<file path="src/logic/rxecr_pkg.sv">
package rxecr_pkg;

  // ---------------------------------------------------------------
  // Register offsets, valid in bank 1 only.
  // ---------------------------------------------------------------
  localparam logic [6:0] OFS_EXT_RX_STATUS  = 7'h2e;
  localparam logic [6:0] OFS_FILTER_CAL     = 7'h2f;
  localparam logic [6:0] OFS_IQ_CAL_CONTROL = 7'h30;
  localparam logic [6:0] OFS_EXPERT_PLL     = 7'h31;
  localparam logic [1:0] BANK_EXTENDED      = 2'h1;

  // ---------------------------------------------------------------
  // Field positions.
  // ---------------------------------------------------------------
  localparam int BIT_HIGH_GAIN  = 7;
  localparam int BIT_BY_READ    = 6;
  localparam int BIT_IQ_ACTIVE  = 7;
  localparam int BIT_RC_ACTIVE  = 6;
  localparam int BIT_IQ_LAUNCH  = 7;
  localparam int BIT_SWING_RED  = 7;
  localparam int BIT_PD_WIDEN   = 6;
  localparam int BIT_SETTLE_FST = 5;

  // ---------------------------------------------------------------
  // Reset values.
  // ---------------------------------------------------------------
  localparam logic [7:0] RST_EXPERT_PLL = 8'h04;
  localparam logic [6:0] RST_IQ_VALUE   = 7'h00;

  // ---------------------------------------------------------------
  // Timing of the settle counter, in 40 ns cycles.
  // ---------------------------------------------------------------
  localparam logic [7:0] SETTLE_FULL_CYC  = 8'h80;
  localparam logic [7:0] SETTLE_SHORT_CYC = 8'h20;

  // Receive sub-command codes.
  typedef enum logic [1:0] {
    RXECR_CMD_IDLE     = 2'b00,
    RXECR_CMD_WAKEUP   = 2'b01,
    RXECR_CMD_PREAMBLE = 2'b10,
    RXECR_CMD_DATA     = 2'b11
  } rxecr_cmd_t;

  // I/Q calibration sequence states, Gray from idle through run to done; the return to idle flips both bits.
  typedef enum logic [1:0] {
    RXECR_IQ_IDLE = 2'b00,
    RXECR_IQ_RUN  = 2'b01,
    RXECR_IQ_DONE = 2'b11
  } rxecr_iq_t;

endpackage

</file>
<file path="src/logic/rxecr_settle.sv">
// Declares the channel filter settled a fixed time after an input transient.
module rxecr_settle (
  input  wire logic clk,          // Device clock.
  input  wire logic rst_n,        // Synchronous reset, active low.
  input  wire logic transient,    // Input transient pulse.
  input  wire logic fast,         // Shorter settle delay selected.
  output logic      settled       // Filter declared settled.
);

  logic [7:0] cnt_ff;
  logic       settled_ff;

  // Load the chosen delay on a transient and count it down.
  always_ff @(posedge clk) begin
    if (!rst_n) begin
      cnt_ff     <= 8'h00;
      settled_ff <= 1'b1;
    end else if (transient) begin
      cnt_ff     <= fast ? rxecr_pkg::SETTLE_SHORT_CYC : rxecr_pkg::SETTLE_FULL_CYC;
      settled_ff <= 1'b0;
    end else if (cnt_ff != 8'h00) begin
      cnt_ff     <= cnt_ff - 8'h01;
      settled_ff <= (cnt_ff == 8'h01);
    end
  end

  assign settled = settled_ff;

endmodule

</file>
<file path="src/logic/rxecr_regs.sv">
// How it works
// - Registers 2Eh to 31h respond only while bank 1 is selected.
// - Status bit 7 shows high gain active, one, or low gain, zero.
// - Status bit 6 is one for snapshot by read, zero for automatic.
// - Status bits 5:4 hold the receive sub-command at snapshot.
// - Status bits 3:0 hold the chip transition count at snapshot.
// - Calibration bit 7 is one while I/Q calibration runs.
// - Calibration bit 6 is one while RC calibration runs.
// - Calibration bits 3:0 hold last RC result; bits 5:4 read zero.
// - Writing one to I/Q bit 7 launches calibration; resets to zero.
// - Swing reduce bit is set automatically in the lower band.
// - Expert bit 6 widens the phase detector reset pulse.
// - Expert bit 5 selects the short filter settle delay.
// - Expert bits 4:0 set charge pump current; reset value four.
module rxecr_regs (
  input  wire logic       clk,            // Device clock.
  input  wire logic       rst_n,          // Synchronous reset, active low.
  input  wire logic [1:0] bank_sel,       // Selected register bank.
  input  wire logic [6:0] reg_addr,       // Register offset.
  input  wire logic       reg_wr,         // Write strobe.
  input  wire logic       reg_rd,         // Read strobe.
  input  wire logic [7:0] reg_wdata,      // Write data.
  output logic      [7:0] reg_rdata,      // Read data, registered.
  input  wire logic       high_gain,      // Receiver high gain active.
  input  wire logic [1:0] rx_cmd,         // Current receive sub-command.
  input  wire logic [3:0] chip_changes,   // Transition count in a chip.
  input  wire logic       search_done,    // Wakeup search or preamble done pulse.
  input  wire logic       status_read,    // Read of a receiver status register.
  input  wire logic       rc_cal_busy,    // RC calibration executing.
  input  wire logic [3:0] rc_cal_res,     // RC calibration result.
  input  wire logic       iq_cal_done,    // I/Q calibration finished pulse.
  input  wire logic [6:0] iq_cal_res,     // New I/Q calibration result.
  input  wire logic       lower_band,     // Lower frequency band in use.
  input  wire logic       transient,      // Channel filter input transient.
  output logic            iq_cal_start,   // Starts the I/Q sequence, pulse.
  output logic [6:0]      quadrature_cal_value, // Applied I/Q trim.
  output logic            oscillator_swing_reduce,    // Low oscillator drive.
  output logic            phase_detector_pulse_widen, // Long reset pulse.
  output logic            filter_settle_shortcut,     // Short settle delay.
  output logic [4:0]      charge_pump_current_sel,    // Current in 15 uA steps.
  output logic            filter_settled  // Channel filter settled.
);

  // ---------------------------------------------------------------
  // Access decode.
  // ---------------------------------------------------------------
  logic       in_bank;
  logic       wr_iq;
  logic       wr_exp;
  rxecr_pkg::rxecr_iq_t iq_st_ff;
  logic [7:0] snap_ff;
  logic [6:0] iq_val_ff;
  logic       iq_launch_ff;
  logic       start_ff;
  logic [7:0] expert_ff;
  logic       swing_ff;
  logic [3:0] rc_res_ff;
  logic       rc_busy_ff;
  logic [7:0] rdata_ff;
  logic       settled_w;
  logic [7:0] snap_word;
  logic [7:0] cal_word;

  assign in_bank = (bank_sel == rxecr_pkg::BANK_EXTENDED);
  assign wr_iq   = reg_wr && in_bank && (reg_addr == rxecr_pkg::OFS_IQ_CAL_CONTROL);
  assign wr_exp  = reg_wr && in_bank && (reg_addr == rxecr_pkg::OFS_EXPERT_PLL);

  // ---------------------------------------------------------------
  // Status snapshot.
  // ---------------------------------------------------------------

  // Assemble the snapshot word, each field at its own position.
  always_comb begin
    snap_word                           = 8'h00;
    snap_word[rxecr_pkg::BIT_HIGH_GAIN] = high_gain;
    snap_word[rxecr_pkg::BIT_BY_READ]   = status_read;
    snap_word[5:4]                      = rx_cmd;
    snap_word[3:0]                      = chip_changes;
  end

  // Capture gain, source, command and count together; read wins a tie.
  always_ff @(posedge clk) begin
    if (!rst_n) begin
      snap_ff <= 8'h00;
    end else if (status_read || search_done) begin
      snap_ff <= snap_word;
    end
  end

  // ---------------------------------------------------------------
  // RC calibration status.
  // ---------------------------------------------------------------

  // RC calibration state follows the analog block.
  always_ff @(posedge clk) begin
    if (!rst_n) begin
      rc_busy_ff <= 1'b0;
      rc_res_ff  <= 4'h0;
    end else begin
      rc_busy_ff <= rc_cal_busy;
      rc_res_ff  <= rc_cal_res;
    end
  end

  // Calibration status word; the gap at bits 5:4 always reads zero.
  always_comb begin
    cal_word                           = 8'h00;
    cal_word[rxecr_pkg::BIT_IQ_ACTIVE] = iq_launch_ff;
    cal_word[rxecr_pkg::BIT_RC_ACTIVE] = rc_busy_ff;
    cal_word[3:0]                      = rc_res_ff;
  end

  // ---------------------------------------------------------------
  // I/Q calibration sequence.
  // ---------------------------------------------------------------

  // Launch on a written one, run until the done pulse, then retire.
  always_ff @(posedge clk) begin
    if (!rst_n) begin
      iq_st_ff     <= rxecr_pkg::RXECR_IQ_IDLE;
      iq_launch_ff <= 1'b0;
      start_ff     <= 1'b0;
      iq_val_ff    <= rxecr_pkg::RST_IQ_VALUE;
    end else begin
      start_ff <= 1'b0;
      case (iq_st_ff)
        rxecr_pkg::RXECR_IQ_IDLE: begin
          if (wr_iq) begin
            iq_val_ff <= reg_wdata[6:0];
            if (reg_wdata[rxecr_pkg::BIT_IQ_LAUNCH]) begin
              iq_launch_ff <= 1'b1;
              start_ff     <= 1'b1;
              iq_st_ff     <= rxecr_pkg::RXECR_IQ_RUN;
            end
          end
        end
        rxecr_pkg::RXECR_IQ_RUN: begin
          if (iq_cal_done) begin
            iq_val_ff <= iq_cal_res;
            iq_st_ff  <= rxecr_pkg::RXECR_IQ_DONE;
          end
        end
        rxecr_pkg::RXECR_IQ_DONE: begin
          iq_launch_ff <= 1'b0;
          iq_st_ff     <= rxecr_pkg::RXECR_IQ_IDLE;
        end
        default: begin
          iq_st_ff <= rxecr_pkg::RXECR_IQ_IDLE;
        end
      endcase
    end
  end

  // ---------------------------------------------------------------
  // Expert control.
  // ---------------------------------------------------------------

  // Software-written expert bits; reset leaves charge pump at four.
  always_ff @(posedge clk) begin
    if (!rst_n) begin
      expert_ff <= rxecr_pkg::RST_EXPERT_PLL;
    end else if (wr_exp) begin
      expert_ff <= reg_wdata;
    end
  end

  // Swing reduce is forced in the lower band, else follows software.
  always_ff @(posedge clk) begin
    if (!rst_n) begin
      swing_ff <= 1'b0;
    end else begin
      swing_ff <= lower_band || expert_ff[rxecr_pkg::BIT_SWING_RED];
    end
  end

  // ---------------------------------------------------------------
  // Channel filter settle timer.
  // ---------------------------------------------------------------

  // Bit 5 of the expert register trades settling accuracy for speed.
  rxecr_settle u_settle (
    .clk       (clk),
    .rst_n     (rst_n),
    .transient (transient),
    .fast      (expert_ff[rxecr_pkg::BIT_SETTLE_FST]),
    .settled   (settled_w)
  );

  // ---------------------------------------------------------------
  // Read path.
  // ---------------------------------------------------------------

  // Registered read data; other banks and offsets read zero.
  always_ff @(posedge clk) begin
    if (!rst_n) begin
      rdata_ff <= 8'h00;
    end else if (reg_rd && in_bank) begin
      if (reg_addr == rxecr_pkg::OFS_EXT_RX_STATUS) begin
        rdata_ff <= snap_ff;
      end else if (reg_addr == rxecr_pkg::OFS_FILTER_CAL) begin
        rdata_ff <= cal_word;
      end else if (reg_addr == rxecr_pkg::OFS_IQ_CAL_CONTROL) begin
        rdata_ff <= {iq_launch_ff, iq_val_ff};
      end else if (reg_addr == rxecr_pkg::OFS_EXPERT_PLL) begin
        rdata_ff <= {swing_ff, expert_ff[6:0]};
      end else begin
        rdata_ff <= 8'h00;
      end
    end else if (reg_rd) begin
      rdata_ff <= 8'h00;
    end
  end

  // Outputs straight from flip-flops.
  assign reg_rdata                  = rdata_ff;
  assign iq_cal_start               = start_ff;
  assign quadrature_cal_value       = iq_val_ff;
  assign oscillator_swing_reduce    = swing_ff;
  assign phase_detector_pulse_widen = expert_ff[rxecr_pkg::BIT_PD_WIDEN];
  assign filter_settle_shortcut     = expert_ff[rxecr_pkg::BIT_SETTLE_FST];
  assign charge_pump_current_sel    = expert_ff[4:0];
  assign filter_settled             = settled_w;

endmodule

</file>
<file path="config.mk">
export PLATFORM = sky130hd
export DESIGN_NAME = rxecr_regs
export DESIGN_NICKNAME = d
export VERILOG_FILES = /design/src/logic/rxecr_pkg.sv /design/src/logic/rxecr_settle.sv /design/src/logic/rxecr_regs.sv
export SDC_FILE = /design/constraint.sdc
export NUM_CORES = 1
export LEC_CHECK = 0
export BUFFER_PORTS_ARGS = -buffer_cell sky130_fd_sc_hd__clkbuf_2
export CAP_MARGIN = 15
export CORE_ASPECT_RATIO = 1.75
export CORE_MARGIN = 3
export CORE_UTILIZATION = 30
export CTS_CLUSTER_DIAMETER = 30
export CTS_CLUSTER_SIZE = 8
export DETAILED_ROUTE_END_ITERATION = 16
export GPL_TIMING_DRIVEN = 0
export SLEW_MARGIN = 20
export SYNTH_ARGS = -nofsm -noshare
export SYNTH_HDL_FRONTEND = slang
export SYNTH_HIERARCHICAL = 1
export SYNTH_SLANG_ARGS = --single-unit
</file>
<file path="constraint.sdc">
create_clock -name clk -period 1.75 [get_ports clk]
set_clock_uncertainty 0.1 [all_clocks]
set_input_delay 0.175 -clock clk [delete_from_list [all_inputs] [get_ports clk]]
set_output_delay 0.175 -clock clk [all_outputs]
set_load 0.1 [all_outputs]
</file>
==> results of run 1 <==
==> worst paths after layout <==
check	slack [ps]	to	from
setup reg to reg	40	u_settle/cnt_ff[5]$_SDFFE_PN0P_	u_settle/cnt_ff[2]$_SDFFE_PN0P_
hold reg to reg	360	reg_rdata[7]$_SDFFE_PN0P_	reg_rdata[7]$_SDFFE_PN0P_
setup / recovery	40	u_settle/cnt_ff[5]$_SDFFE_PN0P_	u_settle/cnt_ff[2]$_SDFFE_PN0P_
hold / removal	30	expert_ff[2]$_SDFFE_PN1P_	reg_wdata[2]
==> routing by layer <==
metal | global-route usage, % | share of wire [%] | up-vias
met1 | 16.4 | 39 | 1030
met5 | 0 | 0 | -
met3 | 3.20 | 3.9 | 9
li1 | - | - | 1094
met4 | 4.16 | 1.4 | 0
met2 | 28.0 | 55 | 52
==> cells by family after synthesis <==
logic type / count (synthesis) / synth area share (%)
DFF: 50 / 43.2
muxes: 18 / 7.78
buffers and inverters: 25 / 5.29
AOI/OAI and AO/OA: 74 / 23.7
adders and majority gates: 3 / 1.62
and+or+nand+nor: 74 / 18.4
==> flip-flops by register name, indices dropped and copies added (netlist names) <==
register,cells
snap_ff,8
quadrature_cal_value,7
reg_rdata,8
iq_launch_ff,1
rc_res_ff,4
rc_busy_ff,1
iq_cal_start,1
u_settle/settled,1
oscillator_swing_reduce,1
u_settle/cnt_ff,8
iq_st_ff,2
expert_ff,8
==> final cells by class <==
type,instances,area [um^2],share of cell area (%)
Multi-Input combinational cell,169,1240,39.5
Timing Repair Buffer,85,478,15.2
Buffer,17,100,3.19
Tap cell,86,108,3.43
Clock buffer,5,125,3.99
Inverter,8,35.0,1.12
Clock inverter,3,40.0,1.28
Sequential cell,50,1010,32.2
==> power groups by stage <==
stage	logic [uW]	clock network (uW)	registers, uW
finish	515	1080	1230
global route	564	1140	1240
CTS	425	1100	1230
detailed placement	400	0	1250
global placement	393	0	1250
floorplan	241	0	1270
==> cells in the mapped netlist, types with 2 or more instances <==
cell / n
dfxtp_1: 50
nand2_1: 25
mux2i_1: 18
a21oi_1: 12
o21ai_0: 12
nor2b_1: 9
clkbuf_1: 8
inv_1: 8
a21boi_0: 7
o211a_1: 7
o31ai_1: 7
and2_1: 6
a32oi_1: 5
buf_4: 5
nor3_1: 5
o21a_1: 5
a22oi_1: 3
a31o_2: 3
ha_1: 3
nor2_1: 3
nor4_1: 3
or3_1: 3
or4_1: 3
a221oi_1: 2
a22o_1: 2
buf_2: 2
nor4bb_1: 2
or2_2: 2
or3b_1: 2
==> through the flow <==
stage               instances  instance area [um^2]  utilization (%)  hold slack, ps  setup TNS (ps)
floorplan                 244                  2320                -             155               0
global placement          399                  2770             37.8             285           -6020
detailed placement        399                  2770             37.8             285           -5990
CTS                       415                  3020             41.2            21.8           -46.9
global route              423                  3140             42.8            14.2           -21.1
finish                    423                  3140             42.8            25.3               0
==> critical path: stages (launching register included) <==
cell	delay (ps)
dfxtp_4	360
or4_4	530
buf_6	140
or3_1	360
a31oi_1	150
==> repair_timing <==
item,CTS,global route
pin swaps,1,4
cloned,0,1
setup endpoints to repair,11,8
hold endpoints to repair,6,0
setup buffers,2,7
resized for setup,6,17
hold buffers,6,0
==> results.py, run 1 <==
metrics = {
    "timing": {
        "slew-limit-headroom_pct": 54.4,
        "max_freq_ghz": 0.584,
        "finalCritPeriodShare_pct": 97.8,
        "finalWorstSetupSlack_ps": 37.9,
        "tightest_slew_ps": 675,
        "setup_viol": 0,
        "slew_viol_final": 0,
        "hold_viol": 0,
        "period_needed_ps": 1710,
    },
    "clock_tree": {
        "clk_path_buf_depth": 2,
        "cts.sinks": 50,
        "cts_tree": "yes",
        "clk_pin_slew_ps": 60,
        "htreeDepth": 2,
        "cts-root-buf": "clkbuf_16",
        "numCtsBuffers": 5,
        "clock_latency_ps": 290,
    },
    "layout": {
        "nets": 384,
        "n_fill_cell": 750,
        "diodes": 0,
        "mostFrequentLayoutCells": "clkbuf_2 (70), dfxtp_1 (45), nand2_1 (25), mux2i_1 (18), buf_4 (14)",
        "drive_above_1_share_pct": 34.7,
        "syn_to_final_growth_pct": 35.5,
        "final_common_cell": "clkbuf_2",
    },
    "floorplan": {
        "rows": 41,
        "coreArea_um2": 7340,
        "die-area_um2": 8860,
        "initial_utilization_pct": 31.6,
        "die_w_um": 72.4,
        "ios": 70,
        "die_h_um": 122,
    },
    "setup_path": {
        "critical_path.max_fanout": 5,
        "crit_type": "reg2reg",
        "cp.required_ps": 1860,
        "startpoint_type": "flip-flop",
        "end_kind": "flip-flop",
        "ff2ff_path_depth": 4,
        "cp.arrival_ps": 1820,
    },
    "logic_synthesis": {
        "async_reset_ff_share_pct": 0,
        "synth.distinct_cells": 51,
        "synth_area_um2": 2320,
        "yosysTopAreaCell": "dfxtp_1",
        "seq_area_frac_synth_pct": 43.2,
        "synth_fp_nets": 292,
        "yosysTopAreaCellShare_pct": 43.2,
        "yosys_warnings": 6,
        "synth_edf_count": 0,
        "ys_top_cells_by_area": "dfxtp_1 (43%), mux2i_1 (7.8%), nand2_1 (4.0%), o211a_1 (3.0%), a21oi_1 (2.6%)",
        "postSynthAreaPerCell_um2": 9.50,
        "ys.flop_type": "dfxtp_1",
        "postSynthCellCount": 244,
        "synth-seq-cells": 50,
    },
    "placement": {
        "dp_slack_ps": -545,
        "portBuffers": 69,
        "place.gp.congestion": 0.778,
        "place_hpwl_um": 5130,
    },
    "run_status": {
        "status": "completed",
    },
    "detailed_routing": {
        "drt_iter0_drc": 83,
        "dr_total_vias": 2185,
        "viasPerCell": 5.17,
        "avgRoutedWirePerCell_um": 15.9,
        "routed_wl_um": 6720,
        "ant_nets": 0,
        "dr.pass1.iters": 5,
        "drc": 0,
    },
    "power": {
        "switchingPower_uw": 713,
        "p_total_uw": 2830,
        "pwr-share-comb_pct": 18.2,
        "netSwitchingFraction_pct": 25.2,
        "p_per_area_nw_per_um2": 900,
        "p_clk_share_pct": 38.2,
        "p_leak_uw": 0.00145,
        "pwr-share-seq_pct": 43.5,
        "ir_drop_uv": 381,
        "intPower_uw": 2110,
    },
    "hold_path": {
        "holdPathStages": 3,
        "hold_path_class": "in2reg",
    },
    "global_route": {
        "antenna_found_initial": 0,
        "grt_usage_pct": 14.9,
        "grt_max_degree": 16,
        "grt-ovfl-total": 0,
        "grt_pass1_wl_um": 10000,
        "first_global_vias": 2000,
    },
    "flow_run": {
        "drv_cap": 0,
    },
}
No activity file was read; power rests on OpenSTA's default activity.
==> run 2: changes to the inputs <==
SYNTH_HIERARCHICAL = unset   (was 1)
==> run 2 against run 1 <==
Effect of this change:
- utilization is 2.4 points lower
- non-clock buffer count shrank 14
- largest cell class unchanged
- sequential power about the same
- worst setup slack improved by 2.2 ps
==> results.py, run 2 <==
metrics = {
    "run_status": {
        "status": "completed",
    },
    "global_route": {
        "grt_max_degree": 16,
        "grt_pass1_wl_um": 10100,
        "grt_usage_pct": 15.0,
        "antenna_found_initial": 0,
        "first_global_vias": 2096,
        "grt-ovfl-total": 0,
    },
    "timing": {
        "finalCritPeriodShare_pct": 97.7,
        "hold_viol": 0,
        "max_freq_ghz": 0.585,
        "period_needed_ps": 1710,
        "tightest_slew_ps": 668,
        "setup_viol": 0,
        "rsz0062_at_grt": "no",
        "slew_viol_final": 0,
        "slew-limit-headroom_pct": 55.0,
    },
    "placement": {
        "place_inst": 406,
        "portBuffers": 67,
        "place.gp.congestion": 0.866,
        "placed_area_um2": 2780,
        "place_hpwl_um": 5260,
    },
    "layout": {
        "n_fill_cell": 777,
        "syn_to_final_growth_pct": 28.0,
        "nets": 378,
        "drive_above_1_share_pct": 31.7,
        "mostFrequentLayoutCells": "clkbuf_2 (67), dfxtp_1 (45), nand2_1 (29), mux2i_1 (21), nor2b_1 (11)",
        "fin_cells": 417,
        "diodes": 0,
        "postLayoutCellArea_um2": 2980,
        "final_common_cell": "clkbuf_2",
    },
    "detailed_routing": {
        "routed_wl_um": 6470,
        "drt_iter0_drc": 90,
        "viasPerCell": 5.00,
        "dr_total_vias": 2087,
        "avgRoutedWirePerCell_um": 15.5,
        "ant_nets": 0,
        "dr.pass1.iters": 4,
        "drc": 0,
    },
    "power": {
        "p_total_uw": 2760,
        "p_per_area_nw_per_um2": 926,
        "p_leak_uw": 0.00131,
        "ir_drop_uv": 495,
    },
    "logic_synthesis": {
        "yosys_warnings": 0,
        "synth-seq-cells": 50,
        "seq_area_frac_synth_pct": 42.9,
        "synth_top_cells_by_count": "dfxtp_1 (50), nand2_1 (29), mux2i_1 (21)",
        "synth_fp_nets": 301,
        "yosysTopAreaCellShare_pct": 42.9,
        "synth.distinct_cells": 45,
        "yosysMostFrequentCell": "dfxtp_1",
        "ys_top_cells_by_area": "dfxtp_1 (43%), mux2i_1 (9.0%), nand2_1 (4.7%), nor2b_1 (3.0%), a21boi_0 (2.6%)",
        "yosysTopAreaCell": "dfxtp_1",
        "postSynthAreaPerCell_um2": 9.21,
        "ys.flop_type": "dfxtp_1",
        "async_reset_ff_share_pct": 0,
        "synth_area_um2": 2330,
        "postSynthCellCount": 253,
        "synth_edf_count": 0,
    },
    "clock_tree": {
        "clk_path_buf_depth": 2,
        "clock_latency_ps": 280,
        "cts-root-buf": "clkbuf_16",
        "cts.sinks": 50,
        "htreeDepth": 2,
        "numCtsBuffers": 5,
        "clk_pin_slew_ps": 70,
        "cts_tree": "yes",
    },
    "setup_path": {
        "crit_slowest_cell": "or4_4",
        "startpoint_type": "flip-flop",
        "startpoint": "u_settle.cnt_ff[3]$_SDFFE_PN0P_",
        "cp.arrival_ps": 1810,
        "cp_cell_sequence": "or4_4 > or4_1 > o21ai_0",
        "r2r-start": "u_settle.cnt_ff[3]$_SDFFE_PN0P_",
        "crit_type": "reg2reg",
        "critPathBufInv": 0,
        "end_kind": "flip-flop",
        "cpPeakStageDelay_ps": 560,
        "cp.required_ps": 1850,
        "critPathTopFamily": "simple AND/OR/NAND/NOR gates",
        "critical_path.max_fanout": 4,
    },
    "hold_path": {
        "hold_path_class": "in2reg",
        "worstHoldStart": "rc_cal_res[2]",
    },
    "floorplan": {
        "die_w_um": 72.6,
        "rows": 41,
        "die_h_um": 123,
        "initial_utilization_pct": 31.6,
        "die-area_um2": 8910,
        "coreArea_um2": 7390,
        "ios": 70,
    },
    "flow_run": {
        "drv_cap": 0,
    },
}
run 2: cell types whose count changed after synthesis, sizes merged, moves of 5 or more:
cell,previous run,this run
nor2,3,10
or2,2,7
o211ai,1,7
nand4,1,7
o211a,7,0
nand3,1,7
a32oi,5,0
run 2: path summary, 6_finish.rpt:
check	slack, ps	end	cells past startpoint
max	40	u_settle.settled$_SDFFE_PN1P_	3
min	20	rc_res_ff[2]$_SDFF_PN0_	2
max reg2reg	40	u_settle.settled$_SDFFE_PN1P_	3
min reg2reg	360	reg_rdata[5]$_SDFFE_PN0P_	2
run 2: report_power, final:
| part | internal [uW] | leakage [uW] | switching (uW) | total (uW) |
|---|---|---|---|---|
| registers | 1200 | 0.000410 | 58.3 | 1250 |
| clock network | 567 | 0.0000729 | 417 | 984 |
| logic | 235 | 0.000827 | 291 | 526 |
run 2: logic make-up after synthesis:
logic type / share of synthesized area [%]
flops: 42.9
xor+xnor: 0.752
mux: 9.02
simple gates: 23.7
buf+inv: 4.94
fa+ha+maj: 1.61
compound gates: 17.0
run 2: cell type report:
type	instances	area (um^2)	share of cell area, %
inverters	5	18.8	0.629
clock inverters	2	12.5	0.419
well taps	86	108	3.61
multi-input cells	180	1240	41.6
plain buffers	17	85.1	2.85
clock buffers	6	139	4.66
flip-flops and latches	50	1010	33.8
repair buffers	71	373	12.5
run 2: layer usage:
| metal | vias to the layer above | track usage, % | wire length, um |
|---|---|---|---|
| met5 | - | 0 | 0 |
| met4 | 0 | 6.93 | 144 |
| met3 | 9 | 2.30 | 243 |
| met2 | 47 | 27.8 | 3660 |
| met1 | 970 | 16.1 | 2420 |
| li1 | 1061 | - | - |
run 2: what timing repair did:
| action | CTS | global route |
|---|---|---|
| hold buffers | 3 | 0 |
| endpoints found under the hold margin | 3 | 0 |
| gates cloned | 0 | 0 |
| resized for setup | 2 | 7 |
| pin swaps | 1 | 2 |
| setup buffers | 0 | 1 |
| endpoints found under the setup margin | 6 | 7 |
run 2: worst register-to-register path, cell delays in order, from the launching register on:
cell	delay (ps)
dfxtp_2	340
or4_4	570
or4_1	480
o21ai_0	150
run 2: metrics by stage:
| step | utilization [%] | TNS [ps] | worst slack (ps) | hold slack, ps |
|---|---|---|---|---|
| after floorplan | - | 0 | 38.2 | 185 |
| after global placement | 37.6 | -1460 | -199 | 288 |
| after detailed placement | 37.6 | -1840 | -204 | 287 |
| after CTS | 40.1 | 0 | 0.183 | 5.87 |
| after global routing | 40.4 | 0 | 2.32 | 12.4 |
| final | 40.4 | 0 | 40.0 | 15.4 |
==> run 3: changes to the inputs <==
CORE_UTILIZATION = 46   (was 30)
PLACE_DENSITY = 0.75   (was unset)
==> run 3 against run 2 <==
Effect of this change:
- power shrank 7.1%
- sequential power is essentially flat
- non-clock buffer count grew 2
- die area shrank 33%
- utilization grew 21 points
- highest routed layer unchanged
==> results.py, run 3 (synthesis gave the netlist of run 2 again) <==
metrics = {
    "setup_path": {
        "critPathBufInv": 0,
        "end_kind": "flip-flop",
        "critPathTopFamily": "simple AND/OR/NAND/NOR gates",
        "cpPeakStageDelay_ps": 570,
        "cp.arrival_ps": 1780,
        "crit_slowest_cell": "or4_4",
        "cp.required_ps": 1830,
        "cp_cell_sequence": "or4_4 > or3_4 > xnor2_2 > nor2_1",
        "critical_path.max_fanout": 6,
        "startpoint_type": "flip-flop",
        "crit_type": "reg2reg",
    },
    "layout": {
        "postLayoutCellArea_um2": 2930,
        "mostFrequentLayoutCells": "clkbuf_2 (67), dfxtp_1 (44), nand2_1 (29), mux2i_1 (21), nor2b_1 (11)",
        "syn_to_final_growth_pct": 25.8,
        "diodes": 0,
        "drive_above_1_share_pct": 32.7,
        "nets": 380,
        "final_common_cell": "clkbuf_2",
        "n_fill_cell": 400,
        "fin_cells": 385,
    },
    "timing": {
        "fin_hold_ws_ps": 6.57,
        "setup_viol": 0,
        "finalWorstSetupSlack_ps": 52.2,
        "finalCritPeriodShare_pct": 97.0,
        "tightest_slew_ps": 687,
        "period_needed_ps": 1700,
        "slew-limit-headroom_pct": 53.8,
        "slew_viol_final": 0,
        "max_freq_ghz": 0.589,
        "hold_viol": 0,
        "rsz0062_at_grt": "no",
    },
    "run_status": {
        "status": "completed",
    },
    "detailed_routing": {
        "drt_iter0_drc": 61,
        "ant_nets": 0,
        "drc": 0,
        "avgRoutedWirePerCell_um": 15.7,
        "dr.pass1.iters": 4,
        "routed_wl_um": 6060,
        "dr_total_vias": 2141,
        "viasPerCell": 5.56,
    },
    "floorplan": {
        "initial_utilization_pct": 48.7,
        "die-area_um2": 5990,
        "die_h_um": 100,
        "ios": 70,
        "coreArea_um2": 4790,
        "rows": 33,
        "die_w_um": 59.8,
    },
    "placement": {
        "place_inst": 372,
        "placed_area_um2": 2730,
        "place_hpwl_um": 4870,
        "place.gp.congestion": 0.872,
        "portBuffers": 67,
        "dp_slack_ps": -206,
    },
    "power": {
        "ir_drop_uv": 743,
        "p_total_uw": 2570,
        "p_leak_uw": 0.00131,
        "p_per_area_nw_per_um2": 876,
    },
    "global_route": {
        "grt_pass1_wl_um": 9670,
        "grt_usage_pct": 21.3,
        "first_global_vias": 2107,
        "grt-ovfl-total": 0,
        "grt_max_degree": 15,
        "antenna_found_initial": 0,
    },
    "clock_tree": {
        "htreeDepth": 2,
        "clk_path_buf_depth": 2,
        "cts-root-buf": "clkbuf_8",
        "cts.sinks": 50,
        "numCtsBuffers": 5,
        "clk_pin_slew_ps": 90,
        "clock_latency_ps": 300,
        "cts_tree": "yes",
    },
    "hold_path": {
        "hold_path_class": "in2reg",
    },
    "flow_run": {
        "drv_cap": 0,
    },
}
[run 3: worst reg2reg max path, cell delays in order, from the launching register on]
cell	delay [ps]
dfxtp_2	330
or4_4	570
or3_4	410
xnor2_2	140
nor2_1	50
[run 3: report_power, final]
| part | leakage (uW) | total [uW] | internal, uW | switching (uW) |
|---|---|---|---|---|
| clock | 0.0000575 | 770 | 400 | 371 |
| combinational | 0.000841 | 544 | 244 | 299 |
| sequential | 0.000410 | 1250 | 1200 | 58.2 |
| total | 0.00131 | 2570 | 1840 | 728 |
[run 3: area by class of cell]
| class | count | area, um^2 | area share, % |
|---|---|---|---|
| plain buffers | 17 | 85.1 | 2.90 |
| well taps | 52 | 65.1 | 2.22 |
| repair buffers | 73 | 390 | 13.3 |
| inverters | 5 | 18.8 | 0.640 |
| multi-input cells | 180 | 1250 | 42.7 |
| flip-flops and latches | 50 | 1010 | 34.5 |
| clock buffers | 8 | 110 | 3.75 |
[run 3: worst paths after layout]
| kind | from | to | slack, ps | cells past startpoint |
|---|---|---|---|---|
| worst min register to register | reg_rdata[5]$_SDFFE_PN0P_ | reg_rdata[5]$_SDFFE_PN0P_ | 360 | 2 |
| worst max register to register | u_settle.cnt_ff[3]$_SDFFE_PN0P_ | u_settle.cnt_ff[0]$_SDFFE_PN0P_ | 50 | 4 |
| worst max-delay path | u_settle.cnt_ff[3]$_SDFFE_PN0P_ | u_settle.cnt_ff[0]$_SDFFE_PN0P_ | 50 | 4 |
| worst min-delay path | rc_cal_res[2] | rc_res_ff[2]$_SDFF_PN0_ | 7 | 2 |
[run 3: what timing repair did]
action	in CTS	in global routing
cloned	0	0
setup endpoints to repair	5	8
resized for setup	6	8
pin swaps	3	2
hold buffers	4	0
endpoints found under the hold margin	4	0
setup buffers	2	0
[run 3: routing by layer]
layer / track usage [%] / share of wire [%]
met4: 10.2 / 3.3
met2: 41.1 / 57
met3: 3.35 / 3.8
met5: 0 / 0
met1: 20.6 / 36
[run 3: per-stage QoR]
stage          TNS, ps  utilization [%]
2_1_floorplan        0                -
3_3_place_gp      -855             57.1
3_5_place_dp     -1270             57.1
4_1_cts          -8.61             60.8
5_1_grt              0             61.2
6_report             0             61.2
